==> src/usart_rate_pkg.sv <==
// constants and types shared by the serial bit-rate and buffer block
// What this block does
// - with generators selected, serial-in uses generator two, serial-out generator one
// - async timer rate is timer clock over (timer latch+1)(divider latch+1)
// - sync timer use adds divide-by-two, giving a 50% duty clock pin
// - async generator rate is generator rate over 3(divider latch+1) with option fitted
// - sync generator use adds divide-by-two: generator rate over 6(divider latch+1)
// - one shared data address: read gives received buffer, write loads transmit buffer
// - every character is shifted least significant bit first in both directions
// - for short words the received buffer has its unused upper bits zero
// - timer latch 009b at 6 MHz gives the 38461.54 Hz sync reference
// - mode timing bit set selects the timer for both, clear selects generators
// - word length codes zero to three mean five to eight data bits
// - mode sync bit selects sync operation and drives the clock pin of each enabled direction
package usart_rate_pkg;
   // register offsets
   localparam logic [7:0] DATA_BUFFER_ADDR = 8'h38;
   localparam logic [7:0] INT_CONTROL_ADDR = 8'h39;
   localparam logic [7:0] MODE_ADDR = 8'h3a;
   localparam logic [7:0] LINE_ADDR = 8'h3b;
   localparam logic [7:0] STATUS_ADDR = 8'h3c;
   localparam logic [7:0] FORM_ADDR = 8'h3d;
   localparam logic [7:0] OUT_DIVIDER_ADDR = 8'h3e;
   localparam logic [7:0] IN_DIVIDER_ADDR = 8'h3f;
   localparam logic [7:0] EVENT_STATUS_ADDR = 8'h40;
   localparam logic [7:0] EVENT_CLEAR_ADDR = 8'h41;
   // mode register fields
   localparam int MODE_SYNC_BIT = 4;
   localparam int MODE_TIMER_BIT = 5;
   localparam int MODE_OUT_ON_BIT = 6;
   localparam int MODE_IN_ON_BIT = 7;
   // line control fields
   localparam int LINE_WORD_LOW_BIT = 0;
   localparam int LINE_TWO_STOP_BIT = 2;
   // serial status fields
   localparam int STATUS_RX_FULL_BIT = 0;
   localparam int STATUS_OVERRUN_BIT = 1;
   localparam int STATUS_TX_EMPTY_BIT = 5;
   // event bits, shared by event status, clear and the enable bits of interrupt control
   localparam int EVENT_RX_FULL = 0;
   localparam int EVENT_TX_EMPTY = 1;
   localparam int EVENT_OVERRUN = 2;
   localparam int EVENT_COUNT = 3;
   // reset values
   localparam logic [7:0] REG_RESET = 8'h00;
   localparam logic [EVENT_COUNT-1:0] EVENT_RESET = 3'h0;
   localparam logic CLOCK_PIN_IDLE = 1'b1;
   // timing
   localparam logic [1:0] PTG_PRESCALE_LAST = 2'h2;
   localparam logic [2:0] SHORTEST_WORD_LAST = 3'h4;
   localparam logic [15:0] SYNC_TIMER_LATCH = 16'h009b;
   // direction indices
   localparam int DIR_IN = 0;
   localparam int DIR_OUT = 1;
   typedef enum logic [1:0] {shift_idle, shift_start, shift_data, shift_stop} shift_state_e;
endpackage
==> src/bit_rate_divider.sv <==
// reloading divider that turns reference ticks into bit-time strobes
`timescale 1ns/1ps
module bit_rate_divider
   import usart_rate_pkg::*;
#(
   parameter int WIDTH = 8
)
(
   input wire logic clk_sys,
   input wire logic reset_n,
   input wire logic enable,
   input wire logic tick,
   input wire logic [WIDTH-1:0] reload_value,
   output logic strobe
);
   logic [WIDTH-1:0] count;
   logic [WIDTH-1:0] next_count;
   logic next_strobe;

   // count down per tick, strobe and reload at zero: period is reload+1 ticks
   always_comb
   begin
      next_count = count;
      next_strobe = 1'b0;
      if (!enable)
      begin
         next_count = reload_value; // a fresh latch value takes effect at once
      end
      else if (tick)
      begin
         if (count == '0)
         begin
            next_strobe = 1'b1;
            next_count = reload_value;
         end
         else
         begin
            next_count = count - 1'b1;
         end
      end
   end

   always_ff @(posedge clk_sys or negedge reset_n)
   begin
      if (!reset_n)
      begin
         count <= '0;
         strobe <= 1'b0;
      end
      else
      begin
         count <= next_count;
         strobe <= next_strobe;
      end
   end
endmodule

==> src/char_shifter.sv <==
// character shifter for both directions, least significant bit first
`timescale 1ns/1ps
module char_shifter
   import usart_rate_pkg::*;
(
   input wire logic clk_sys,
   input wire logic reset_n,
   input wire logic [1:0] word_length,
   input wire logic two_stop,
   input wire logic tx_bit,
   input wire logic tx_load,
   input wire logic [7:0] tx_data,
   output logic tx_busy,
   output logic serial_out_line,
   input wire logic rx_bit,
   input wire logic rx_enable,
   input wire logic serial_in_line,
   output logic rx_done,
   output logic [7:0] rx_data
);
   shift_state_e tx_state, next_tx_state, rx_state, next_rx_state;
   logic [7:0] tx_shift, next_tx_shift, rx_shift, next_rx_shift, next_rx_data;
   logic [2:0] tx_cnt, next_tx_cnt, rx_cnt, next_rx_cnt, last_bit;
   logic next_line, next_rx_done;

   // codes 0..3 mean 5..8 data bits
   assign last_bit = SHORTEST_WORD_LAST + {1'b0, word_length};
   assign tx_busy = (tx_state != shift_idle);

   // transmit: start, data bits from bit 0 upward, one or two stop bits
   always_comb
   begin
      next_tx_state = tx_state;
      next_tx_shift = tx_shift;
      next_tx_cnt = tx_cnt;
      next_line = serial_out_line;
      unique case (tx_state)
         shift_idle:
            if (tx_load)
            begin
               next_tx_shift = tx_data;
               next_tx_state = shift_start;
            end
         shift_start:
            if (tx_bit)
            begin
               next_line = 1'b0;
               next_tx_cnt = '0;
               next_tx_state = shift_data;
            end
         shift_data:
            if (tx_bit)
            begin
               next_line = tx_shift[tx_cnt];
               next_tx_cnt = tx_cnt + 1'b1;
               if (tx_cnt == last_bit)
               begin
                  next_tx_cnt = '0;
                  next_tx_state = shift_stop;
               end
            end
         shift_stop:
            if (tx_bit)
            begin
               next_line = 1'b1;
               next_tx_cnt = tx_cnt + 1'b1;
               if (tx_cnt == {2'h0, two_stop})
               begin
                  next_tx_state = shift_idle;
               end
            end
      endcase
   end

   // receive: samples once per bit strobe, no oversampling, framing not checked
   always_comb
   begin
      next_rx_state = rx_state;
      next_rx_shift = rx_shift;
      next_rx_cnt = rx_cnt;
      next_rx_done = 1'b0;
      next_rx_data = rx_data;
      unique case (rx_state)
         shift_idle, shift_start:
            if (rx_bit && !serial_in_line)
            begin
               next_rx_shift = '0; // unused upper bits stay zero
               next_rx_cnt = '0;
               next_rx_state = shift_data;
            end
         shift_data:
            if (rx_bit)
            begin
               next_rx_shift[rx_cnt] = serial_in_line;
               next_rx_cnt = rx_cnt + 1'b1;
               if (rx_cnt == last_bit)
               begin
                  next_rx_state = shift_stop;
               end
            end
         shift_stop:
            if (rx_bit)
            begin
               next_rx_done = 1'b1;
               next_rx_data = rx_shift;
               next_rx_state = shift_idle;
            end
      endcase
      if (!rx_enable)
      begin
         next_rx_state = shift_idle;
      end
   end

   always_ff @(posedge clk_sys or negedge reset_n)
   begin
      if (!reset_n)
      begin
         tx_state <= shift_idle;
         tx_shift <= REG_RESET;
         tx_cnt <= '0;
         serial_out_line <= 1'b1;
         rx_state <= shift_idle;
         rx_shift <= REG_RESET;
         rx_cnt <= '0;
         rx_done <= 1'b0;
         rx_data <= REG_RESET;
      end
      else
      begin
         tx_state <= next_tx_state;
         tx_shift <= next_tx_shift;
         tx_cnt <= next_tx_cnt;
         serial_out_line <= next_line;
         rx_state <= next_rx_state;
         rx_shift <= next_rx_shift;
         rx_cnt <= next_rx_cnt;
         rx_done <= next_rx_done;
         rx_data <= next_rx_data;
      end
   end
endmodule

==> src/usart_bit_rate_and_buffers.sv <==
// bit-rate generation and buffer registers of the serial port
`timescale 1ns/1ps
module usart_bit_rate_and_buffers
   import usart_rate_pkg::*;
#(
   parameter bit PTG_DIV3_FITTED = 1'b1,
   parameter int DIVIDER_WIDTH = 8
)
(
   input wire logic clk_sys,
   input wire logic reset_n,
   input wire logic [7:0] reg_addr,
   input wire logic [7:0] reg_wdata,
   input wire logic reg_write,
   input wire logic reg_read,
   output logic [7:0] reg_rdata,
   input wire logic timer_tick,
   input wire logic precision_generator_one_tick,
   input wire logic precision_generator_two_tick,
   input wire logic serial_in_line,
   output logic serial_out_line,
   output logic sync_in_clock_pin,
   output logic sync_in_clock_oe,
   output logic sync_out_clock_pin,
   output logic sync_out_clock_oe,
   output logic irq
);
   // software-visible state
   logic [7:0] received_data_buffer, next_received_data_buffer;
   logic [7:0] transmit_data_buffer, next_transmit_data_buffer;
   logic [7:0] serial_interrupt_control, next_serial_interrupt_control;
   logic [7:0] serial_mode_control, next_serial_mode_control;
   logic [7:0] serial_line_control, next_serial_line_control;
   logic [7:0] serial_form_control, next_serial_form_control;
   logic [7:0] out_rate_divider_latch, next_out_rate_divider_latch;
   logic [7:0] in_rate_divider_latch, next_in_rate_divider_latch;
   logic [EVENT_COUNT-1:0] event_status, next_event_status, events, event_enable;
   logic rx_full, next_rx_full, tx_full, next_tx_full, overrun, next_overrun;
   logic [7:0] next_rdata;
   logic next_irq;
   // rate path wiring
   logic [1:0] ptg_tick, bit_strobe, clock_pin, clock_oe, dir_on;
   logic [1:0][DIVIDER_WIDTH-1:0] divider_latch;
   logic sync_mode, timer_ref;
   // shifter wiring
   logic tx_load, tx_busy, rx_done;
   logic [7:0] rx_data;
   logic wr_data, rd_data, wr_clear;
   logic [7:0] status_view;

   assign sync_mode = serial_mode_control[MODE_SYNC_BIT];
   assign timer_ref = serial_mode_control[MODE_TIMER_BIT];
   assign dir_on[DIR_IN] = serial_mode_control[MODE_IN_ON_BIT];
   assign dir_on[DIR_OUT] = serial_mode_control[MODE_OUT_ON_BIT];
   // generators cross over: serial-in runs from two, serial-out from one
   assign ptg_tick[DIR_IN] = precision_generator_two_tick;
   assign ptg_tick[DIR_OUT] = precision_generator_one_tick;
   assign divider_latch[DIR_IN] = in_rate_divider_latch;
   assign divider_latch[DIR_OUT] = out_rate_divider_latch;

   // per direction: optional divide-by-3, reference select, divider, sync halving
   for (genvar d = 0; d < 2; d++)
   begin : g_dir
      logic [1:0] pre_cnt, next_pre_cnt;
      logic pre_tick, next_pre_tick, ref_tick, div_strobe;
      logic pin, next_pin, strobe_q, next_strobe_q, oe, next_oe;

      // the divide-by-3 runs on generator ticks only
      always_comb
      begin
         next_pre_cnt = pre_cnt;
         next_pre_tick = 1'b0;
         if (ptg_tick[d])
         begin
            if (pre_cnt == PTG_PRESCALE_LAST)
            begin
               next_pre_cnt = '0;
               next_pre_tick = 1'b1;
            end
            else
            begin
               next_pre_cnt = pre_cnt + 1'b1;
            end
         end
      end

      // timer ticks already carry the timer latch division: with latch 009b at 6 MHz
      // this is the 38461.54 Hz sync reference
      assign ref_tick = timer_ref ? timer_tick
                      : (PTG_DIV3_FITTED ? pre_tick : ptg_tick[d]);

      bit_rate_divider #(.WIDTH(DIVIDER_WIDTH)) u_div (
         .clk_sys(clk_sys),
         .reset_n(reset_n),
         .enable(dir_on[d]),
         .tick(ref_tick),
         .reload_value(divider_latch[d]),
         .strobe(div_strobe)
      );

      // sync mode toggles the pin per strobe, giving 50% duty and half the rate;
      // the bit strobe falls on the pin's falling edge
      always_comb
      begin
         next_pin = pin;
         next_strobe_q = 1'b0;
         next_oe = sync_mode && dir_on[d];
         if (!sync_mode || !dir_on[d])
         begin
            next_pin = CLOCK_PIN_IDLE;
            next_strobe_q = div_strobe;
         end
         else if (div_strobe)
         begin
            next_pin = !pin;
            next_strobe_q = pin;
         end
      end

      always_ff @(posedge clk_sys or negedge reset_n)
      begin
         if (!reset_n)
         begin
            pre_cnt <= '0;
            pre_tick <= 1'b0;
            pin <= CLOCK_PIN_IDLE;
            strobe_q <= 1'b0;
            oe <= 1'b0;
         end
         else
         begin
            pre_cnt <= next_pre_cnt;
            pre_tick <= next_pre_tick;
            pin <= next_pin;
            strobe_q <= next_strobe_q;
            oe <= next_oe;
         end
      end

      assign bit_strobe[d] = strobe_q;
      assign clock_pin[d] = pin;
      assign clock_oe[d] = oe;
   end

   assign sync_in_clock_pin = clock_pin[DIR_IN];
   assign sync_out_clock_pin = clock_pin[DIR_OUT];
   assign sync_in_clock_oe = clock_oe[DIR_IN];
   assign sync_out_clock_oe = clock_oe[DIR_OUT];

   // shifter takes the buffer as soon as it is idle with serial-out on, freeing the buffer for the next byte
   assign tx_load = tx_full && !tx_busy && dir_on[DIR_OUT];

   char_shifter u_shift (
      .clk_sys(clk_sys),
      .reset_n(reset_n),
      .word_length(serial_line_control[LINE_WORD_LOW_BIT +: 2]),
      .two_stop(serial_line_control[LINE_TWO_STOP_BIT]),
      .tx_bit(bit_strobe[DIR_OUT]),
      .tx_load(tx_load),
      .tx_data(transmit_data_buffer),
      .tx_busy(tx_busy),
      .serial_out_line(serial_out_line),
      .rx_bit(bit_strobe[DIR_IN]),
      .rx_enable(dir_on[DIR_IN]),
      .serial_in_line(serial_in_line),
      .rx_done(rx_done),
      .rx_data(rx_data)
   );

   // bus decode
   assign wr_data = reg_write && reg_addr == DATA_BUFFER_ADDR;
   assign rd_data = reg_read && reg_addr == DATA_BUFFER_ADDR;
   assign wr_clear = reg_write && reg_addr == EVENT_CLEAR_ADDR;
   assign status_view = (8'(rx_full) << STATUS_RX_FULL_BIT)
                      | (8'(overrun) << STATUS_OVERRUN_BIT)
                      | (8'(!tx_full) << STATUS_TX_EMPTY_BIT);
   assign events[EVENT_RX_FULL] = rx_done;
   assign events[EVENT_TX_EMPTY] = tx_load;
   assign events[EVENT_OVERRUN] = rx_done && rx_full && !rd_data;
   assign event_enable = serial_interrupt_control[EVENT_COUNT-1:0];

   // register writes and buffer flags; hardware sets win over software clears
   always_comb
   begin
      next_received_data_buffer = received_data_buffer;
      next_transmit_data_buffer = transmit_data_buffer;
      next_serial_interrupt_control = serial_interrupt_control;
      next_serial_mode_control = serial_mode_control;
      next_serial_line_control = serial_line_control;
      next_serial_form_control = serial_form_control;
      next_out_rate_divider_latch = out_rate_divider_latch;
      next_in_rate_divider_latch = in_rate_divider_latch;
      next_rx_full = (rx_full && !rd_data) || rx_done;
      next_tx_full = (tx_full && !tx_load) || wr_data;
      next_overrun = overrun;
      if (reg_read && reg_addr == STATUS_ADDR)
      begin
         next_overrun = 1'b0;
      end
      if (events[EVENT_OVERRUN])
      begin
         next_overrun = 1'b1;
      end
      if (rx_done)
      begin
         next_received_data_buffer = rx_data;
      end
      next_event_status = event_status;
      if (wr_clear)
      begin
         next_event_status = event_status & ~reg_wdata[EVENT_COUNT-1:0];
      end
      next_event_status = next_event_status | events;
      if (reg_write)
      begin
         unique case (reg_addr)
            DATA_BUFFER_ADDR: next_transmit_data_buffer = reg_wdata;
            INT_CONTROL_ADDR: next_serial_interrupt_control = reg_wdata;
            MODE_ADDR: next_serial_mode_control = reg_wdata;
            LINE_ADDR: next_serial_line_control = reg_wdata;
            FORM_ADDR: next_serial_form_control = reg_wdata;
            OUT_DIVIDER_ADDR: next_out_rate_divider_latch = reg_wdata;
            IN_DIVIDER_ADDR: next_in_rate_divider_latch = reg_wdata;
            default: ;
         endcase
      end
   end

   // read mux, answered in the next cycle; latches and clear register read zero
   always_comb
   begin
      next_rdata = REG_RESET;
      if (reg_read)
      begin
         unique case (reg_addr)
            DATA_BUFFER_ADDR: next_rdata = received_data_buffer;
            INT_CONTROL_ADDR: next_rdata = serial_interrupt_control;
            MODE_ADDR: next_rdata = serial_mode_control;
            LINE_ADDR: next_rdata = serial_line_control;
            STATUS_ADDR: next_rdata = status_view;
            FORM_ADDR: next_rdata = serial_form_control;
            EVENT_STATUS_ADDR: next_rdata = {5'h00, event_status};
            default: next_rdata = REG_RESET;
         endcase
      end
      next_irq = |(next_event_status & event_enable);
   end

   always_ff @(posedge clk_sys or negedge reset_n)
   begin
      if (!reset_n)
      begin
         received_data_buffer <= REG_RESET;
         transmit_data_buffer <= REG_RESET;
         serial_interrupt_control <= REG_RESET;
         serial_mode_control <= REG_RESET;
         serial_line_control <= REG_RESET;
         serial_form_control <= REG_RESET;
         out_rate_divider_latch <= REG_RESET;
         in_rate_divider_latch <= REG_RESET;
         event_status <= EVENT_RESET;
         rx_full <= 1'b0;
         tx_full <= 1'b0;
         overrun <= 1'b0;
         reg_rdata <= REG_RESET;
         irq <= 1'b0;
      end
      else
      begin
         received_data_buffer <= next_received_data_buffer;
         transmit_data_buffer <= next_transmit_data_buffer;
         serial_interrupt_control <= next_serial_interrupt_control;
         serial_mode_control <= next_serial_mode_control;
         serial_line_control <= next_serial_line_control;
         serial_form_control <= next_serial_form_control;
         out_rate_divider_latch <= next_out_rate_divider_latch;
         in_rate_divider_latch <= next_in_rate_divider_latch;
         event_status <= next_event_status;
         rx_full <= next_rx_full;
         tx_full <= next_tx_full;
         overrun <= next_overrun;
         reg_rdata <= next_rdata;
         irq <= next_irq;
      end
   end
endmodule

==> config.mk <==
export PLATFORM = sky130hd
export DESIGN_NAME = usart_bit_rate_and_buffers
export DESIGN_NICKNAME = d
export VERILOG_FILES = /design/src/usart_rate_pkg.sv /design/src/bit_rate_divider.sv /design/src/char_shifter.sv /design/src/usart_bit_rate_and_buffers.sv
export SDC_FILE = /design/constraint.sdc
export NUM_CORES = 1
export LEC_CHECK = 0
export BUFFER_PORTS_ARGS = -buffer_cell sky130_fd_sc_hd__buf_4
export CORE_UTILIZATION = 42
export CTS_BUF_LIST = sky130_fd_sc_hd__clkbuf_8 sky130_fd_sc_hd__clkbuf_16
export DETAILED_ROUTE_END_ITERATION = 7
export GPL_TIMING_DRIVEN = 0
export HOLD_SLACK_MARGIN = 0.1
export PLACE_DENSITY = 0.61
export SYNTH_ARGS = -nofsm -noshare
export SYNTH_HDL_FRONTEND = slang
export SYNTH_SLANG_ARGS = --single-unit
==> constraint.sdc <==
create_clock -name clk_sys -period 1.95 [get_ports clk_sys]
set_input_delay 0.2925 -clock clk_sys [delete_from_list [all_inputs] [get_ports clk_sys]]
set_output_delay 0.2925 -clock clk_sys [all_outputs]
set_load 0.01 [all_outputs]
**After elaboration in Yosys (flattened, before gate mapping)**

Index checks and enable logic that the tools add are counted.

- Bits in registers: 145
- Input port bits: 24
- Logic and storage cells: 209

- $add $sub $neg: 7
- $lt $le $gt $ge: 3
- Equality and inequality tests: 35
- Mux-type cells: 68
- Bitwise logic cells: 6
- Reductions and logical operators: 53

Operator list:

| cell | count |
|---|---|
| 2-to-1 mux 8 bit | 9 |
| equality test 8 x 6 -> 1 bit (second input constant) | 8 |
| case mux 8 bit (7 select lines) | 1 |
| 2-to-1 mux 1 bit | 29 |
| 2-to-1 mux 2 bit | 13 |
| 2-to-1 mux 3 bit | 7 |
| AND reduction 2 bit | 9 |
| equality test 8 x 7 -> 1 bit (second input constant) | 2 |
| zero test 8 bit | 2 |
| case mux 8 bit (2 select lines) | 1 |
| subtractor 8 x 1 -> 8 bit (second input constant) | 2 |
| logical AND 1 bit | 14 |
| equality test 2 bit (second input constant) | 6 |
| zero test 1 bit | 10 |
| inequality test 2 x 1 -> 1 bit (second input constant) | 5 |
| inequality test 2 bit (second input constant) | 5 |
| nonzero test 2 bit | 5 |
| case mux 3 bit (3 select lines) | 1 |
| bitwise mux 8 bit | 1 |
| less-than comparator 3 x 4 -> 1 bit (second input constant) | 2 |
| case mux 2 bit (4 select lines) | 1 |
| AND reduction 4 bit | 2 |
| adder 3 x 1 -> 3 bit (second input constant) | 2 |
| bitwise AND 3 bit | 2 |
| other kinds (24) | 33 |

**Longest topological paths before layout**

Gate-level depths: netlist (run 1).

- Word-level depth: 7
- Gate-level depth with buffers: 7
- Mapped depth without buffers: 6

**Modules after synthesis**

From an unflattened synthesis (run 1), not the netlist that was laid out.

- Cell total of the unflattened synthesis: 588
- Area, all modules: 6914.1 sq um

By module, submodules not included:

| module | times used | cells an instance | area an instance (sq um) |
|---|---|---|---|
| usart_bit_rate_and_buffers | 1 | 300 | 3955.0 |
| char_shifter | 1 | 156 | 1810.5 |
| bit_rate_divider | 2 | 66 | 574.3 |

**Worst setup path before layout (run 1)**

Ideal clock, no wire load.

- Path kind: register to register
- Start: reg u_shift.tx_state[0]
- End: reg u_shift.tx_state[1]
- Setup time: 125 ps
- Data arrival time: 1776 ps
- Path slack: 49 ps
- Cell stages (with the launch flop): 7
- Buffers on the path: 0
- Clock period less this slack: 1901 ps
- Cells stage by stage: dfrtp_1 inv_1 ha_1 nor3_1 nor2_1 a2111oi_1 mux2_2

- Cells in the longest elaborated chain, start to end: 6
- Elaborated cells on any way between the ends: 16

Ends and longest elaborated chain:

| what | line | source |
|---|---|---|
| start, declared | char_shifter.sv:21 | `shift_state_e tx_state, next_tx_state, rx_state, next_rx_state;` |
| start signal, assigned | char_shifter.sv:119 | `tx_state <= shift_idle;` |
| start signal, assigned | char_shifter.sv:131 | `tx_state <= next_tx_state;` |
| nonzero test 2 bit | char_shifter.sv:28 | `assign tx_busy = (tx_state != shift_idle);` |
| zero test 1 bit | usart_bit_rate_and_buffers.sv:151 | `assign tx_load = tx_full && !tx_busy && dir_on[DIR_OUT];` |
| logical AND 1 bit (2 in series) | usart_bit_rate_and_buffers.sv:151 |  |
| inequality test 2 bit (no source line) | -- |  |
| AND reduction 6 bit (no source line) | -- |  |

Several ways; a longest one is shown, not always the timed one.
A chain may end at the register's enable or synchronous reset.

**Worst setup path in the final report (run 1)**

- Start: reg g_dir[1].u_div.count[1]
- End: reg g_dir[1].u_div.count[3]

- Cells in the longest elaborated chain, start to end: 4
- Elaborated cells on any way between the ends: 5

Ends and longest elaborated chain:

| what | line | source |
|---|---|---|
| start, declared | bit_rate_divider.sv:16 | `logic [WIDTH-1:0] count;` |
| start signal, assigned | bit_rate_divider.sv:52 | `count <= next_count;` |
| subtractor 8 x 1 -> 8 bit or zero test 8 bit (tied branches) | bit_rate_divider.sv:38, bit_rate_divider.sv:31 |  |
| 2-to-1 mux 8 bit * | bit_rate_divider.sv:31 | `if (count == '0)` |
| 2-to-1 mux 8 bit * | bit_rate_divider.sv:29 | `else if (tick)` |
| 2-to-1 mux 8 bit * | bit_rate_divider.sv:25 | `if (!enable)` |

Every way passes the cells marked *; elsewhere a longest branch is shown, timed or not. The select of a mux whose other input is x is not followed.

==> flow_summary.json, run 1 <==
{
  "status": "finished, final reports clean",
  "start_kind": "flip-flop",
  "cp.arrival_ps": 2240,
  "nFillCells": 1382,
  "die_x_microns": 129,
  "gp_congestion": 0.885,
  "wl_microns": 15200,
  "synth-simple-area-share": 0.109,
  "yosysMostFrequentCell": "dfrtp_1",
  "grt-ovfl-total": 0,
  "end_kind": "flip-flop",
  "p_per_area_mw_per_mm2": 957,
  "syn_area_sq_mm": 0.00680,
  "grt_setup_unrepaired": "true",
  "clkTransAtPathRegs_ps": 50,
  "drtIter0Drc": 460,
  "io_buffers": 36,
  "path_max_fanout": 5,
  "fin_crit_sh": 0.998,
  "dp_hpwl_microns": 10400,
  "setup_tns_ps": 0,
  "worst_path_dominant_cell_family": "compound AO/OA/AOI/OAI gates",
  "netlist.area_leader.share": 0.523,
  "drtAntennaViolNets": 0,
  "dieHeight_microns": 129,
  "leakagePower_uw": 0.00381,
  "synth_top_area_cell": "dfrtp_1",
  "io_pins": 38,
  "grt_pass1_vias": 4622,
  "fin_skew_ps": 6.95,
  "dieArea_sq_mm": 0.0167,
  "htree_num_levels": 4,
  "syn_nets": 596,
  "synthTopCellsByCount": "dfrtp_1 (142), mux2_2 (75), nand2_1 (36)",
  "peakVddDrop_v": 0.000642,
  "power_uw": 7720,
  "grt.busiest_layer": "met2",
  "layoutNonFillerInstCount": 851,
  "ys_seq_area_frac": 0.534,
  "synth_seq_cells": 145,
  "critPathBufInv": 1,
  "clockRootBuffer": "clkbuf_16",
  "synth_top_family_by_area": "multiplexers",
  "dr.pass1.iters": 5,
  "final_util": 0.510,
  "startpoint": "g_dir[1].u_div.count[1]$_DFFE_PN0P_",
  "crit_chain": "inv_2, ha_2, or4b_4, o21a_4, o21ai_0, o2bb2a_1",
  "core_sq_mm": 0.0158,
  "grt_use_total": 0.196,
  "cts.sinks": 145,
  "drv_slew": 0,
  "syn_to_final_growth_pct": 18.6,
  "synth_cell_type_count": 61,
  "synth_xor_area_frac": 0.00902,
  "ys.flop_type": "dfrtp_1",
  "hold_class": "in -> reg",
  "avgSynthCellArea_sq_um": 12.1,
  "syn_inst": 561,
  "start_util": 0.430,
  "synth_area_leaders": "dfrtp_1 (52%), mux2_2 (12%), mux4_2 (2.6%)",
  "use_met1": 0.257,
  "grt_pass1_wl_microns": 24600,
  "timing.hold.ws_ps": 190,
  "regArea_sq_mm": 0.00363,
  "grt_max_degree": 89,
  "wire_per_inst_microns": 17.9,
  "reg2reg_from": "g_dir[1].u_div.count[1]$_DFFE_PN0P_",
  "tightest_slew_ps": 827,
  "worstSetupPathType": "reg -> reg",
  "placedCellCount": 814,
  "clk_path_buf_depth": 2,
  "max_freq_ghz": 0.514,
  "synth_edf_count": 0,
  "antenna_found_initial": 0,
  "rows": 46,
  "viasPerCell": 5.45,
  "cp_slowest_cell": "or4b_4",
  "final_net_count": 658,
  "fin_crit_ps": 1950,
  "insertedDiodeCount": 0,
  "tritoncts": "yes",
  "final_hold_viol_count": 0,
  "max_stage_delay_ps": 500,
  "synth_compound_area_frac": 0.113,
  "synth_async_sr_flop_share": 1.00,
  "drv_cap": 0,
  "cts-buffers-inserted": 17,
  "setup_viol": 0,
  "use_met2": 0.320,
  "synth.area.mux_share": 0.186,
  "relSlewSlack": 0.446,
  "via_count": 4637,
  "worstSkewPairLatency_ps": 420,
  "yosysWarnings": 0,
  "synth_fa_ha_area_frac": 0.0202,
  "cp_data_required_time_ps": 2250,
  "drive_above_1_share": 0.298,
  "holdCritStartpoint": "reg_wdata[7]",
  "use_met3": 0.0524,
  "multi_input_area_sq_mm": 0.00305,
  "drc": 0
}
worst register-to-register path, cell delays in order, from the launching register on:
cell and delay (ps):
dfrtp_1 390, inv_2 100, ha_2 190, or4b_4 500
o21a_4 270, o21ai_0 140, o2bb2a_1 230
routing by layer:
| metal | vias to the layer above | wire length [microns] |
|---|---|---|
| met2 | 96 | 7640 |
| met4 | 0 | 97 |
| li1 | 2178 | - |
| met5 | - | 0 |
| met1 | 2352 | 6820 |
| met3 | 11 | 631 |
report_power, final:
| group | total [uW] | internal [uW] | switching (uW) |
|---|---|---|---|
| logic | 1240 | 567 | 678 |
| clock network | 3090 | 1940 | 1150 |
| registers | 3390 | 3210 | 173 |
| total | 7720 | 5720 | 2000 |
flip-flops by register name (all words and copies together), names as in the netlist, 4 cells and up:
| register | cells |
|---|---|
| transmit_data_buffer | 8 |
| g_dir.u_div.count | 16 |
| out_rate_divider_latch | 8 |
| serial_line_control | 8 |
| g_dir.pre_cnt | 4 |
| serial_mode_control | 8 |
| reg_rdata | 8 |
| serial_form_control | 8 |
| u_shift.rx_data | 8 |
| in_rate_divider_latch | 8 |
| serial_interrupt_control | 8 |
| received_data_buffer | 8 |
| u_shift.tx_shift | 8 |
| u_shift.rx_shift | 8 |
worst paths after layout:
path | cells past startpoint | end | slack, ps
setup / recovery | 6 | g_dir[1].u_div.count[3]$_DFFE_PN0P_ | 5
max in group asynchronous | 3 | sync_in_clock_pin$_DFFE_PN1P_ | 700
setup reg to reg | 6 | g_dir[1].u_div.count[3]$_DFFE_PN0P_ | 5
min in group asynchronous | 2 | u_shift.tx_cnt[0]$_DFFE_PN0P_ | 420
hold reg to reg | 2 | u_shift.serial_out_line$_DFFE_PN1P_ | 470
hold / removal | 2 | out_rate_divider_latch[7]$_DFFE_PN0P_ | 190
cell families (layout without fill, tap and decap cells):
logic type	after synthesis	count (layout)
compound gates	114	115
xor+xnor	7	7
fa+ha+maj	11	11
buf+inv	47	120
flops	145	145
mux	103	103
simple gates	134	134
cell type report:
class                      count  share of cell area
clock inverter                11              0.0124
sequential                   145               0.450
timing repair buffer          44              0.0448
buffer                        23              0.0130
tap                          216              0.0335
clock buffer                  20              0.0579
inverter                      22              0.0102
multi-input combinational    370               0.378
layout by cell type, fill, tap and decap left out, types with 5 or more instances in the layout:
master     instances
a21oi_1           18
a31oi_1            5
a32oi_1            5
and2_1             8
buf_2              6
buf_4             40
clkbuf_1          15
clkbuf_16         17
dfrtp_1          142
ha_1               9
inv_1             26
mux2_2            75
mux2_4             8
mux2i_1           11
mux4_2             8
nand2_1           36
nand2b_1          12
nand3_1            7
nand3b_1           6
nand4_1            9
nor2_1            13
nor2b_1            6
nor3_1            13
o211ai_1           7
o21ai_0           33
o2bb2a_1           6
xnor2_1            5
through the flow:
stage / cell area [sq um] / setup slack (ps)
global placement: 7340 / -109
global route: 8070 / -23.3
finish: 8070 / 4.72
floorplan: 6800 / 48.8
detailed placement: 7370 / -151
CTS: 8000 / -0.567
what timing repair did:
item,in CTS,in global routing
buffers inserted,0,4
gates resized for setup,12,7
hold endpoints to repair,58,0
endpoints found under the setup margin,15,10
cloned,0,1
hold buffers,3,0
pin swaps,1,1
(Power assumes the default switching activity.)
==> run 2, diff against run 1 <==
--- a/config.mk
+++ b/config.mk
@@ -7,11 +7,11 @@
 export LEC_CHECK = 0
 export BUFFER_PORTS_ARGS = -buffer_cell sky130_fd_sc_hd__buf_4
 export CORE_UTILIZATION = 42
-export CTS_BUF_LIST = sky130_fd_sc_hd__clkbuf_8 sky130_fd_sc_hd__clkbuf_16
 export DETAILED_ROUTE_END_ITERATION = 7
 export GPL_TIMING_DRIVEN = 0
 export HOLD_SLACK_MARGIN = 0.1
 export PLACE_DENSITY = 0.61
 export SYNTH_ARGS = -nofsm -noshare
 export SYNTH_HDL_FRONTEND = slang
+export SYNTH_HIERARCHICAL = 1
 export SYNTH_SLANG_ARGS = --single-unit
==> flow_summary.json, run 2 <==
{
  "cts-buffers-inserted": 17,
  "drv_cap": 0,
  "r2r_end": "u_shift/tx_state[1]$_DFFE_PN0P_",
  "layoutNonFillerInstCount": 877,
  "netlist.area_leader.share": 0.514,
  "ys_seq_area_frac": 0.525,
  "htree_num_levels": 4,
  "leakagePower_uw": 0.00386,
  "worstSkewPairLatency_ps": 420,
  "critPathBufInv": 2,
  "max_freq_ghz": 0.526,
  "io_buffers": 36,
  "p_sw_frac": 0.269,
  "cp.arrival_ps": 2200,
  "setup_tns_ps": 0,
  "synthTopCellsByCount": "dfrtp_1 (142), mux2_2 (85), o21ai_0 (35)",
  "wire_per_inst_microns": 17.2,
  "final_net_count": 683,
  "cts.sinks": 145,
  "r2r_slack_ps": 50,
  "relSlewSlack": 0.489,
  "top_register": "g_dir.u_div/count",
  "placed_area_sq_mm": 0.00749,
  "grt_pass1_wl_microns": 24900,
  "wl_microns": 15100,
  "hold_class": "in -> reg",
  "tightest_slew_ps": 755,
  "yosysMostFrequentCell": "dfrtp_1",
  "drive_above_1_share": 0.290,
  "grt_setup_unrepaired": "true",
  "syn_nets": 623,
  "synth_cell_type_count": 69,
  "p_int_uw": 5680,
  "synth.area.mux_share": 0.180,
  "synth_compound_area_frac": 0.110,
  "final_hold_viol_count": 0,
  "synth_async_sr_flop_share": 1.00,
  "timing.hold.ws_ps": 170,
  "grt_pass1_vias": 4691,
  "crit_chain": "inv_2, ha_1, inv_1, nor2b_2, and2_4, o22ai_1, nor3_2, mux2_4",
  "synth_area_leaders": "dfrtp_1 (51%), mux2_2 (14%), o21ai_0 (2.5%)",
  "clockRootBuffer": "clkbuf_16",
  "start_kind": "flip-flop",
  "status": "finished, final reports clean",
  "synth_xor_area_frac": 0.00887,
  "dieHeight_microns": 130,
  "max_stage_delay_ps": 420,
  "end_kind": "flip-flop",
  "largest_register_ffs": 16,
  "worst_path_dominant_cell_family": "simple AND/OR/NAND/NOR gates",
  "grt-ovfl-total": 0,
  "p_clk_frac": 0.415,
  "die_x_microns": 130,
  "via_count": 4748,
  "dp_hpwl_microns": 10400,
  "io_pins": 38,
  "insertedDiodeCount": 0,
  "grt_max_degree": 81,
  "grt_use_total": 0.195,
  "synth_edf_count": 0,
  "comb_power_share": 0.153,
  "setup_viol": 0,
  "drtAntennaViolNets": 0,
  "ys.flop_type": "dfrtp_1",
  "cp_data_required_time_ps": 2250,
  "antenna_found_initial": 0,
  "avgSynthCellArea_sq_um": 11.8,
  "p_sw_uw": 2090,
  "fin_crit_sh": 0.975,
  "syn_area_sq_mm": 0.00691,
  "reg2reg_from": "u_shift/tx_state[0]$_DFFE_PN0P_",
  "clkTransAtPathRegs_ps": 60,
  "dr.pass1.iters": 4,
  "peakVddDrop_v": 0.000727,
  "crit_end": "u_shift/tx_state[1]$_DFFE_PN0P_",
  "fin_skew_ps": 7.23,
  "synth_seq_cells": 145,
  "clk_path_buf_depth": 2,
  "p_per_area_mw_per_mm2": 955,
  "path_max_fanout": 4,
  "cp_slowest_cell": "dfrtp_1",
  "worstSetupPathType": "reg -> reg",
  "dieArea_sq_mm": 0.0170,
  "startpoint": "u_shift/tx_state[0]$_DFFE_PN0P_",
  "drtIter0Drc": 255,
  "rows": 46,
  "drv_slew": 0,
  "synth_fa_ha_area_frac": 0.0199,
  "synth_top_area_cell": "dfrtp_1",
  "core_sq_mm": 0.0160,
  "most-common-layout-cells": "dfrtp_1 (142), mux2_2 (84), buf_4 (36)",
  "start_util": 0.432,
  "drc": 0,
  "syn_to_final_growth_pct": 17.7,
  "crit_cells": 8,
  "placedCellCount": 841,
  "synth-simple-area-share": 0.124,
  "yosysWarnings": 6,
  "design_area_sq_mm": 0.00814,
  "reg2reg_depth": 8,
  "fin_crit_ps": 1900,
  "mostFrequentLayoutCell": "dfrtp_1",
  "seq_power_share": 0.432,
  "power_uw": 7770,
  "viasPerCell": 5.41,
  "gp_congestion": 0.873,
  "tritoncts": "yes",
  "synth_top_family_by_area": "multiplexers",
  "syn_inst": 588
}
run 2: changes by cell type after synthesis, moves of 9 or more:
cell     change
mux2_2      +10
nand3_1     +12
nand2_1      -9
inv_1       +12
nor2_1      +13
run 2: per-layer routing:
layer | vias up | global-route usage | part of all wire
met5 | - | 0 | 0
met4 | 0 | 0.0677 | 0.014
met3 | 15 | 0.0398 | 0.037
met2 | 96 | 0.309 | 0.48
met1 | 2375 | 0.265 | 0.47
li1 | 2262 | - | -
run 2: worst min-delay path by stage:
| stage | from | endpoint | cells past startpoint |
|---|---|---|---|
| 6_report | reg_read | reg_rdata[3]$_DFF_PN0_ | 3 |
| 5_1_grt | reg_read | reg_rdata[7]$_DFF_PN0_ | 3 |
| 4_1_cts | reg_read | reg_rdata[3]$_DFF_PN0_ | 3 |
| 3_5_place_dp | reset_n | received_data_buffer[2]$_DFFE_PN0P_ | 1 |
| 3_3_place_gp | u_shift/rx_data[2]$_DFFE_PN0P_ | received_data_buffer[2]$_DFFE_PN0P_ | 2 |
| 2_1_floorplan | reset_n | event_status[0]$_DFF_PN0_ | 0 |
run 2: stage by stage:
stage          setup slack (ps)  utilization
3_3_place_gp              -47.3        0.466
5_1_grt                   -52.4        0.509
2_1_floorplan               234            -
4_1_cts                    29.2        0.507
6_report                   47.9        0.509
3_5_place_dp              -36.0        0.468
run 2: cell families after synthesis:
| family | after synthesis |
|---|---|
| AO/OA/AOI/OAI | 115 |
| XOR/XNOR | 7 |
| adder cells (fa/ha/maj) | 11 |
| buffers and inverters | 52 |
| flip-flops | 145 |
| multiplexers | 107 |
| AND/OR/NAND/NOR | 151 |
run 2: final cells by class:
| class | instances | area [sq um] |
|---|---|---|
| buffer | 18 | 90.1 |
| clock buffer | 20 | 457 |
| clock inverter | 12 | 134 |
| fill | 1449 | 7860 |
| inverter | 34 | 128 |
| multi-input combinational | 391 | 3090 |
| sequential | 145 | 3630 |
| tap | 216 | 270 |
| timing repair buffer | 41 | 339 |
run 2: power by group through the flow:
stage	registers [uW]	logic [uW]	clock network [uW]
6_report	3360	1190	3220
5_1_grt	3380	1340	3420
4_1_cts	3350	1130	3300
3_5_place_dp	3400	1110	0
3_3_place_gp	3400	1060	0
2_1_floorplan	3360	802	0
run 2: what timing repair did:
| item | in CTS | in global routing |
|---|---|---|
| buffers inserted | 0 | 1 |
| endpoints found under the setup margin | 3 | 18 |
| hold endpoints to repair | 65 | 0 |
| pin swaps | 0 | 2 |
| resized for setup | 3 | 8 |
| hold buffers | 3 | 0 |
run 2: worst reg2reg max path, stage by stage, from the launching register on:
cell and delay (ps):
dfrtp_1 420, inv_2 90, ha_1 170, inv_1 80
nor2b_2 130, and2_4 180, o22ai_1 110, nor3_2 280
mux2_4 330
